## src/rtl/dpc_map.vh

```
// Address map, field positions and reset values of the position capture unit
`ifndef DPC_MAP_VH
`define DPC_MAP_VH

`define DPC_ADDR_W 16
`define DPC_POS_W 32
`define DPC_CNT_W 16
`define DPC_WORD_W 16

`define DPC_OFS_IN1_RISE_POS 16'h0A4A
`define DPC_OFS_IN1_FALL_POS 16'h0A4C
`define DPC_OFS_IN2_RISE_POS 16'h0A4E
`define DPC_OFS_IN2_FALL_POS 16'h0A50
`define DPC_OFS_IN1_RISE_CNT 16'h0A56
`define DPC_OFS_IN1_FALL_CNT 16'h0A58
`define DPC_OFS_IN2_RISE_CNT 16'h0A5A
`define DPC_OFS_IN2_FALL_CNT 16'h0A5C
`define DPC_OFS_SUMMARY 16'h0A5E
`define DPC_OFS_CTRL 16'h1B74
`define DPC_OFS_STAT 16'h1B76

`define DPC_CH_STRIDE 8
`define DPC_CTL_ACT 0
`define DPC_CTL_CONT 1
`define DPC_CTL_RISE_EN 4
`define DPC_CTL_FALL_EN 5
`define DPC_CTL_MASK 16'h3333

`define DPC_ST_ACT 0
`define DPC_ST_RISE 1
`define DPC_ST_FALL 2

`define DPC_SUM_NIB_W 4

`define DPC_CTRL_RST 16'h0000
`define DPC_POS_RST 32'h00000000
`define DPC_CNT_RST 16'h0000

`endif

```

## src/rtl/dpc_sync.v

```verilog
// Input synchroniser with rising and falling edge detection
`timescale 1ns/1ps
module dpc_sync (
	input wire i_ref_clk,
	input wire i_sys_rst,
	input wire i_din,
	output wire o_rise,
	output wire o_fall
);

reg meta_r;
reg sync_r;
reg last_r;

always @(posedge i_ref_clk) begin
	if (i_sys_rst) begin
		meta_r <= 1'b0;
		sync_r <= 1'b0;
		last_r <= 1'b0;
	end else begin
		meta_r <= i_din;
		sync_r <= meta_r;
		last_r <= sync_r;
	end
end

assign o_rise = sync_r & ~last_r;
assign o_fall = ~sync_r & last_r;

endmodule // dpc_sync

```

## src/rtl/dpc_cnt.v

```verilog
// Wrapping event counter with synchronous clear
`timescale 1ns/1ps
`include "dpc_map.vh"
module dpc_cnt #(
	parameter W = `DPC_CNT_W
) (
	input wire i_ref_clk,
	input wire i_sys_rst,
	input wire i_clr,
	input wire i_inc,
	output reg [W-1:0] o_cnt
);

always @(posedge i_ref_clk) begin
	if (i_sys_rst) begin
		o_cnt <= {W{1'b0}};
	end else if (i_clr) begin
		o_cnt <= {W{1'b0}};
	end else if (i_inc) begin
		o_cnt <= o_cnt + {{(W-1){1'b0}}, 1'b1};
	end
end

endmodule // dpc_cnt

```

## src/rtl/dpc_top.v

```verilog
// Two-channel position capture unit with parameter read/write port
`timescale 1ns/1ps
`include "dpc_map.vh"
module dpc_top #(
	parameter POS_W = `DPC_POS_W,
	parameter CNT_W = `DPC_CNT_W
) (
	input wire i_ref_clk,
	input wire i_sys_rst,
	input wire i_capture_input_one,
	input wire i_capture_input_two,
	input wire [POS_W-1:0] i_motor_pos,
	input wire i_pos_redef,
	input wire [POS_W-1:0] i_pos_shift,
	input wire [`DPC_ADDR_W-1:0] i_reg_addr,
	input wire i_reg_rd,
	input wire i_reg_wr,
	input wire [`DPC_WORD_W-1:0] i_reg_wdata,
	output reg [31:0] o_reg_rdata,
	output reg o_reg_ack,
	output reg o_reg_err
);

////////////////////////////////////////////////////////////////////////////////
// Control word and per-channel state

reg [`DPC_WORD_W-1:0] capture_control_word_r;
reg [1:0] act_d_r;
wire [1:0] cap_in;
wire [1:0] edge_rise;
wire [1:0] edge_fall;
wire [2*POS_W-1:0] rise_pos_w;
wire [2*POS_W-1:0] fall_pos_w;
wire [2*CNT_W-1:0] rise_cnt_w;
wire [2*CNT_W-1:0] fall_cnt_w;
wire [1:0] rise_flag_w;
wire [1:0] fall_flag_w;
wire [1:0] act_w;
wire [`DPC_WORD_W-1:0] capture_status_word;
wire [`DPC_WORD_W-1:0] packed_event_count_summary;

assign cap_in = {i_capture_input_two, i_capture_input_one};

always @(posedge i_ref_clk) begin
	if (i_sys_rst) begin
		act_d_r <= 2'b00;
	end else begin
		act_d_r <= act_w;
	end
end

////////////////////////////////////////////////////////////////////////////////
// Capture channels

genvar g;
generate
	for (g = 0; g < 2; g = g + 1) begin : g_ch
		wire act;
		wire cont;
		wire rise_en;
		wire fall_en;
		wire arm;
		wire live;
		wire do_rise;
		wire do_fall;
		reg [POS_W-1:0] rise_pos_r;
		reg [POS_W-1:0] fall_pos_r;
		reg rise_flag_r;
		reg fall_flag_r;

		assign act = capture_control_word_r[g*`DPC_CH_STRIDE + `DPC_CTL_ACT];
		assign cont = capture_control_word_r[g*`DPC_CH_STRIDE + `DPC_CTL_CONT];
		assign rise_en = capture_control_word_r[g*`DPC_CH_STRIDE + `DPC_CTL_RISE_EN];
		assign fall_en = capture_control_word_r[g*`DPC_CH_STRIDE + `DPC_CTL_FALL_EN];
		assign arm = act & ~act_d_r[g];
		assign live = act & act_d_r[g];
		assign do_rise = live & rise_en & edge_rise[g] & (cont | ~rise_flag_r);
		assign do_fall = live & fall_en & edge_fall[g] & (cont | ~fall_flag_r);

		dpc_sync u_sync (
			.i_ref_clk(i_ref_clk),
			.i_sys_rst(i_sys_rst),
			.i_din(cap_in[g]),
			.o_rise(edge_rise[g]),
			.o_fall(edge_fall[g])
		);

		always @(posedge i_ref_clk) begin
			if (i_sys_rst) begin
				rise_pos_r <= `DPC_POS_RST;
				fall_pos_r <= `DPC_POS_RST;
			end else begin
				if (do_rise) begin
					rise_pos_r <= i_motor_pos;
				end else if (i_pos_redef) begin
					rise_pos_r <= rise_pos_r + i_pos_shift;
				end
				if (do_fall) begin
					fall_pos_r <= i_motor_pos;
				end else if (i_pos_redef) begin
					fall_pos_r <= fall_pos_r + i_pos_shift;
				end
			end
		end

		always @(posedge i_ref_clk) begin
			if (i_sys_rst) begin
				rise_flag_r <= 1'b0;
				fall_flag_r <= 1'b0;
			end else if (arm) begin
				rise_flag_r <= 1'b0;
				fall_flag_r <= 1'b0;
			end else begin
				if (do_rise) begin
					rise_flag_r <= 1'b1;
				end
				if (do_fall) begin
					fall_flag_r <= 1'b1;
				end
			end
		end

		dpc_cnt #(
			.W(CNT_W)
		) u_rise_cnt (
			.i_ref_clk(i_ref_clk),
			.i_sys_rst(i_sys_rst),
			.i_clr(arm),
			.i_inc(do_rise),
			.o_cnt(rise_cnt_w[g*CNT_W +: CNT_W])
		);

		dpc_cnt #(
			.W(CNT_W)
		) u_fall_cnt (
			.i_ref_clk(i_ref_clk),
			.i_sys_rst(i_sys_rst),
			.i_clr(arm),
			.i_inc(do_fall),
			.o_cnt(fall_cnt_w[g*CNT_W +: CNT_W])
		);

		assign act_w[g] = act;
		assign rise_pos_w[g*POS_W +: POS_W] = rise_pos_r;
		assign fall_pos_w[g*POS_W +: POS_W] = fall_pos_r;
		assign rise_flag_w[g] = rise_flag_r;
		assign fall_flag_w[g] = fall_flag_r;
		assign capture_status_word[g*`DPC_CH_STRIDE + `DPC_ST_ACT] = act;
		assign capture_status_word[g*`DPC_CH_STRIDE + `DPC_ST_RISE] = rise_flag_r;
		assign capture_status_word[g*`DPC_CH_STRIDE + `DPC_ST_FALL] = fall_flag_r;
		assign capture_status_word[g*`DPC_CH_STRIDE + 7 -: 5] = 5'h00;
		assign packed_event_count_summary[g*8 +: 4] =
			rise_cnt_w[g*CNT_W +: `DPC_SUM_NIB_W];
		assign packed_event_count_summary[g*8 + 4 +: 4] =
			fall_cnt_w[g*CNT_W +: `DPC_SUM_NIB_W];
	end
endgenerate

////////////////////////////////////////////////////////////////////////////////
// Parameter read/write port

function [31:0] dpc_zx16;
	input [CNT_W-1:0] v;
	begin
		dpc_zx16 = {{(32-CNT_W){1'b0}}, v};
	end
endfunction

reg [31:0] rd_val;
reg rd_hit;

always @* begin
	rd_val = 32'h00000000;
	rd_hit = 1'b1;
	case (i_reg_addr)
		`DPC_OFS_IN1_RISE_POS: rd_val = rise_pos_w[0 +: POS_W];
		`DPC_OFS_IN1_FALL_POS: rd_val = fall_pos_w[0 +: POS_W];
		`DPC_OFS_IN2_RISE_POS: rd_val = rise_pos_w[POS_W +: POS_W];
		`DPC_OFS_IN2_FALL_POS: rd_val = fall_pos_w[POS_W +: POS_W];
		`DPC_OFS_IN1_RISE_CNT: rd_val = dpc_zx16(rise_cnt_w[0 +: CNT_W]);
		`DPC_OFS_IN1_FALL_CNT: rd_val = dpc_zx16(fall_cnt_w[0 +: CNT_W]);
		`DPC_OFS_IN2_RISE_CNT: rd_val = dpc_zx16(rise_cnt_w[CNT_W +: CNT_W]);
		`DPC_OFS_IN2_FALL_CNT: rd_val = dpc_zx16(fall_cnt_w[CNT_W +: CNT_W]);
		`DPC_OFS_SUMMARY: rd_val = {16'h0000, packed_event_count_summary};
		`DPC_OFS_CTRL: rd_val = {16'h0000, capture_control_word_r};
		`DPC_OFS_STAT: rd_val = {16'h0000, capture_status_word};
		default: rd_hit = 1'b0;
	endcase
end

always @(posedge i_ref_clk) begin
	if (i_sys_rst) begin
		capture_control_word_r <= `DPC_CTRL_RST;
		o_reg_rdata <= 32'h00000000;
		o_reg_ack <= 1'b0;
		o_reg_err <= 1'b0;
	end else begin
		o_reg_ack <= 1'b0;
		o_reg_err <= 1'b0;
		if (i_reg_wr) begin
			if (i_reg_addr == `DPC_OFS_CTRL) begin
				capture_control_word_r <= i_reg_wdata & `DPC_CTL_MASK;
				o_reg_ack <= 1'b1;
			end else begin
				o_reg_err <= 1'b1;
			end
		end else if (i_reg_rd) begin
			if (rd_hit) begin
				o_reg_rdata <= rd_val;
				o_reg_ack <= 1'b1;
			end else begin
				o_reg_err <= 1'b1;
			end
		end
	end
end

endmodule // dpc_top

```

## config.mk

```make
export PLATFORM = sky130hd
export DESIGN_NAME = dpc_top
export DESIGN_NICKNAME = d
export VERILOG_FILES = /design/src/rtl/dpc_sync.v /design/src/rtl/dpc_cnt.v /design/src/rtl/dpc_top.v
export VERILOG_INCLUDE_DIRS = /design/src /design/src/rtl
export SDC_FILE = /design/constraint.sdc
export NUM_CORES = 1
export LEC_CHECK = 0
export BUFFER_PORTS_ARGS = -buffer_cell sky130_fd_sc_hd__buf_2
export CAP_MARGIN = 5
export CORE_UTILIZATION = 56
export CTS_CLUSTER_SIZE = 40
export DETAILED_ROUTE_END_ITERATION = 8
export HOLD_SLACK_MARGIN = 0.08
export PLACE_DENSITY = 0.78
export SYNTH_ARGS = -nofsm -noshare
export SYNTH_HDL_FRONTEND = slang
export SYNTH_SLANG_ARGS = --single-unit
```

## constraint.sdc

```tcl
create_clock -name i_ref_clk -period 3.2 [get_ports i_ref_clk]
set_input_delay 0.64 -clock i_ref_clk [delete_from_list [all_inputs] [get_ports i_ref_clk]]
set_output_delay 0.64 -clock i_ref_clk [all_outputs]
set_load 0.02 [all_outputs]
```

======== Word level (Yosys, flattened, before mapping) ========
Index checks and enable logic that the tools add are counted.
word-level totals
  register bits after elaboration ......... 246
  input bits .............................. 103
  logic and storage cells ................. 104
operators by class
  add/sub/neg operators ................... 8
  equality and inequality tests ........... 11
  mux-type cells .......................... 18
  bitwise gates (word level) .............. 35
  reductions and logical operators ........ 9
operators with widths
  cell                     count
  $pmux W32 S11            1
  $mux W32                 8
  $eq A16 B12 Y1 const B   9
  $add A32 B32 Y32         4
  $add A16 B1 Y16 const B  4
  $eq A16 B13 Y1 const B   2
  $and A1 B1 Y1            20
  $not A1 Y1               11
  $reduce_or A11 Y1        1
  $mux W1                  9
  $reduce_bool A2 Y1       4
  $or A1 B1 Y1             4
  $reduce_or A2 Y1         2
  $reduce_and A3 Y1        1
  $reduce_and A2 Y1        1

======== Depth between registers and ports, before layout ========
  word-level depth ........................ 6
  gate-level depth with buffers ........... 11

======== Cells and area by module ========
A second synthesis with hierarchy kept.
second synthesis, totals
  cells, all modules ...................... 2265
  area, all modules ....................... 18407.7 um^2
by module, submodules not included
  module    instances  cells an instance  area an instance (um^2)
  dpc_top   1          1905               15102.0
  dpc_cnt   4          86                 780.7
  dpc_sync  2          8                  91.3

======== Worst setup path before layout ========
Ideal clock, no wire load.
  kind .................................... input-to-reg
  start point ............................. input i_pos_shift[0]
  end point ............................... register g_ch[0].fall_pos_r[28]
  library setup time ...................... 0.091 ns
  arrival ................................. 3.208 ns
  data required time ...................... 3.109 ns
  slack ................................... -0.099 ns
  stages .................................. 11
  path through ............................ ha_1 > fa_1 > a21o_1 > a21o_1 > a211oi_2 > a2bb2oi_2 > o21ai_2 > o41ai_2 > o311ai_1 > mux2_1 > a311oi_1
on the way
  cells in the longest elaborated chain, start to end .. 3
ends and longest elaborated chain
  element               RTL line       RTL
  start, declared       dpc_top.v:14   input wire [POS_W-1:0] i_pos_shift,
  $add A32 B32 Y32      dpc_top.v:101  fall_pos_r <= fall_pos_r + i_pos_shift;
  $mux W32              dpc_top.v:100  end else if (i_pos_redef) begin
  $mux W32              dpc_top.v:98   if (do_fall) begin
  end signal, assigned  dpc_top.v:91   fall_pos_r <= `DPC_POS_RST;
  end signal, assigned  dpc_top.v:99   fall_pos_r <= i_motor_pos;
  end signal, assigned  dpc_top.v:101
  end, declared         dpc_top.v:67   reg [POS_W-1:0] fall_pos_r;
Every way passes these cells. The select of a mux whose other input is x is not followed.
A chain may end at the register's enable or synchronous reset.

======== Worst setup path in the final report ========
  start point ............................. register g_ch[1].rise_pos_r[0]
  end point ............................... register g_ch[1].rise_pos_r[30]
on the way
  cells in the longest elaborated chain, start to end .. 3
ends and longest elaborated chain
  element                 RTL line      RTL
  start, declared         dpc_top.v:66  reg [POS_W-1:0] rise_pos_r;
  start signal, assigned  dpc_top.v:90  rise_pos_r <= `DPC_POS_RST;
  start signal, assigned  dpc_top.v:94  rise_pos_r <= i_motor_pos;
  start signal, assigned  dpc_top.v:96  rise_pos_r <= rise_pos_r + i_pos_shift;
  $add A32 B32 Y32        dpc_top.v:96
  $mux W32                dpc_top.v:95  end else if (i_pos_redef) begin
  $mux W32                dpc_top.v:93  if (do_rise) begin
Every way passes these cells. The select of a mux whose other input is x is not followed.

==> metrics.txt <==
Reg2Reg Setup Slack 60 ps; setup TNS 0 ps; Port Buf Inserts 128; area leader, netlist dfxtp_1; Synth Net Count 2494; Core ar. just over 30000 sq um; worst-path cell chain ha_1 > fa_1 > a21oi_2 > o211ai_1 > o211ai_1 > o211ai_1 > buf_4 > o21bai_1 > buf_4 > o21ai_1 > a41oi_1 > buf_4 > xor2_1 > o21ai_0; status finished, final reports clean; ANT nets after route 0; synth top area cells dfxtp_1, ha_1, nor2_1; Placed Area 20200 sq um; DRC 0; DR WL/cell 21.6 um; Yosys cell types 80; Die Footprint 32500 sq um; number of CTS-inserted buffers 29; PD cells 516 nW/um^2; worst vdd ir between 0.4 and 0.5 mV; worst r2r dst g_ch[1].rise_pos_r[30]; CP Capture Type flip-flop; detailed-route via count 19.2k; Yosys warnings 0; share of the synthesized area in the top cell type 27.7%; portion of netlist area occupied by mux cells 5.50%; RSZ-0062 raised after global routing false; Seq pwr share approximately a third; Cells after Synth between 2k and 2.5k; Least-Margin Pin Slew approximately 1100 ps; effective utilization at floorplan a little under three fifths; worst-case clock buffer depth 3; R2R depth 14; Crit Path Category reg -> reg; simple-gate portion of the synthesized area 19.3%; Setup Viol. Count Final 0; first-pass GRT wire length 98600 um; row cnt 64; Pins Over Slew Limit 0; power share of the clock group 32.7%; syn avg cell area 7.88 sq um; hold path depth 2; total power roughly 11 mW; WL final 63100 um; Adder-Cell Fraction of Synth Area 9.45%; vias in the first global route 18.5k; root buf cell clkbuf_16; GRT Util Overall 37.8%; Slew headroom 29.2%; layout cells sized above 1 between 10% and 20%; Clock Pin Slew Worst Setup and Hold Paths 60 ps; Final Worst Setup Slack 63.8 ps; most common cell in the netlist nor2_1; CP top delay family compound AO/OA/AOI/OAI gates; DP Wirelength roughly 46000 um; Final Hold Viols 0; drt pass-1 iters 9; Die Ht ~180 um; H-tree levels 1; Lkg Pwr 9.30 nW; Tmin final between 3000 and 4000 ps; Internal 7.24 mW; Area Overhead vs Synth 19.6%; critical path's largest stage delay 420 ps; CTS tree yes; CTS sink count 246; Post-synth top cells nor2_1, dfxtp_1, a21oi_1, nand2_1, ha_1; Required @ worst endpoint around 3700 ps; synthesis-stage register bit count 246; Slowest-stage cell, CP fa_1; P_sw 3.75 mW; post-synthesis cell area roughly 18000 sq um; maximum clock rate 319 MHz; Worst Skew between 20 and 30 ps; Hold Crit Class in -> reg; sequential area share after synthesis 27.7%; WP data arrival 3600 ps; XOR/XNOR Fraction of Synth Area ~6.7%; Post-CTS Hold Buffers 0; ANT cells 0; Avg Vias per Cell 6.56; worst-path fanout max 3; Nets 2737; Clk Latency, worst-skew pair 600 ps; largest net degree at the start of global routing 148; Net Sw Frac 34.1%; ys flop type dfxtp_1; initial antenna violation count 0; Die Span X 180 um; routability cong. 0.991; Finished Cell Area 21300 sq um; Congestion Overflow GR 0; IO Pins 137; worst hold start i_capture_input_one; crit path launch type flip-flop; Post-synth EDFFs 0; share of flip-flops with an asynchronous set or reset 0%; combinational share of power 34.5%; hold endpoint g_ch[0].u_sync.meta_r; post-place setup slack -420 ps; Tcrit/Tclk final 98.0%; largest family of logic cells by synthesized area compound AO/OA/AOI/OAI gates; drt first-iter violations 2116; RR Startpoint g_ch[1].rise_pos_r[0]; Buf/Inv on CP 3; MaxCap Viol Count 0; Compound-Gate Fraction of Synth Area 27.9%
## logic make-up after synthesis
kind of cell               Yosys count
buffers and inverters              166
DFF                                246
and+or+nand+nor                    746
adders and majority gates          132
muxes                               96
AOI/OAI and AO/OA                  737
xor gates and xnor gates           136
## per-stage QoR
stage          utilization, %  instances  hold slack [ps]
5_1_grt                  68.8       2920              306
3_5_place_dp             65.3       2863              446
6_report                 68.8       2920              287
2_1_floorplan               -       2259              414
4_1_cts                  68.6       2916              280
3_3_place_gp             65.3       2863              450
## power by group through the flow
stage	registers [mW]	clock network [mW]	logic, mW
after CTS	3.58	3.61	3.69
after global placement	3.64	0	3.56
after global routing	3.61	3.74	4.13
after floorplan	3.54	0	2.46
final	3.60	3.59	3.80
after detailed placement	3.64	0	3.66
## what timing repair did
item	in CTS	in global routing
setup endpoints to repair	0	16
resized for setup	0	14
buffers inserted	0	4
## area by class of cell
class                   count  area (sq um)
clock buffers              39           833
clock inverters            14           193
fillers                  2632          9630
inverters                  42           158
multi-input cells        1847         12400
flip-flops and latches    246          4930
well taps                 396           495
repair buffers            336          2270
## per-layer routing
metal	GRT usage, %	wire [um]	up-vias
met5	0	0	-
met3	5.88	5500	261
met2	62.5	28400	1016
li1	-	-	8908
met1	46.6	25300	8973
met4	21.9	3960	0
## registers in the layout (all words and copies together), names as in the netlist, 8 cells and up
name                    flops
capture_control_word_r      8
g_ch.fall_pos_r            64
g_ch.rise_pos_r            64
g_ch.u_fall_cnt.o_cnt      32
g_ch.u_rise_cnt.o_cnt      32
o_reg_rdata                32
## worst register-to-register path, stage by stage, from the launching register on
cell      delay [ps]
dfxtp_1          330
ha_1             240
fa_1             420
a21oi_2          200
o211ai_1         120
o211ai_1         220
o211ai_1         150
buf_4            180
o21bai_1         130
buf_4            160
o21ai_1           80
a41oi_1          360
buf_4            180
xor2_1           150
o21ai_0          100
## worst max-delay path by stage
stage	from	end	slack, ps	cells past startpoint
after floorplan	i_pos_shift[0]	g_ch[0].fall_pos_r[28]	20	11
after global placement	i_pos_shift[0]	g_ch[0].fall_pos_r[28]	-370	12
after detailed placement	i_pos_shift[0]	g_ch[0].rise_pos_r[30]	-420	13
after CTS	g_ch[0].rise_pos_r[0]	g_ch[0].rise_pos_r[30]	30	12
after global routing	g_ch[0].fall_pos_r[0]	g_ch[0].fall_pos_r[28]	1	11
final	g_ch[1].rise_pos_r[0]	g_ch[1].rise_pos_r[30]	60	14
## layout by cell type, fill, tap and decap left out, drive strengths merged, types with 43 or more instances in the layout
master,count
buf,336
nor2,283
dfxtp,246
a21oi,194
nand2,191
ha,128
o21ai,123
a211oi,118
mux2i,82
xor2,76
nand3,67
a21o,62
xnor2,60
inv,43
(Power assumes the default switching activity.)
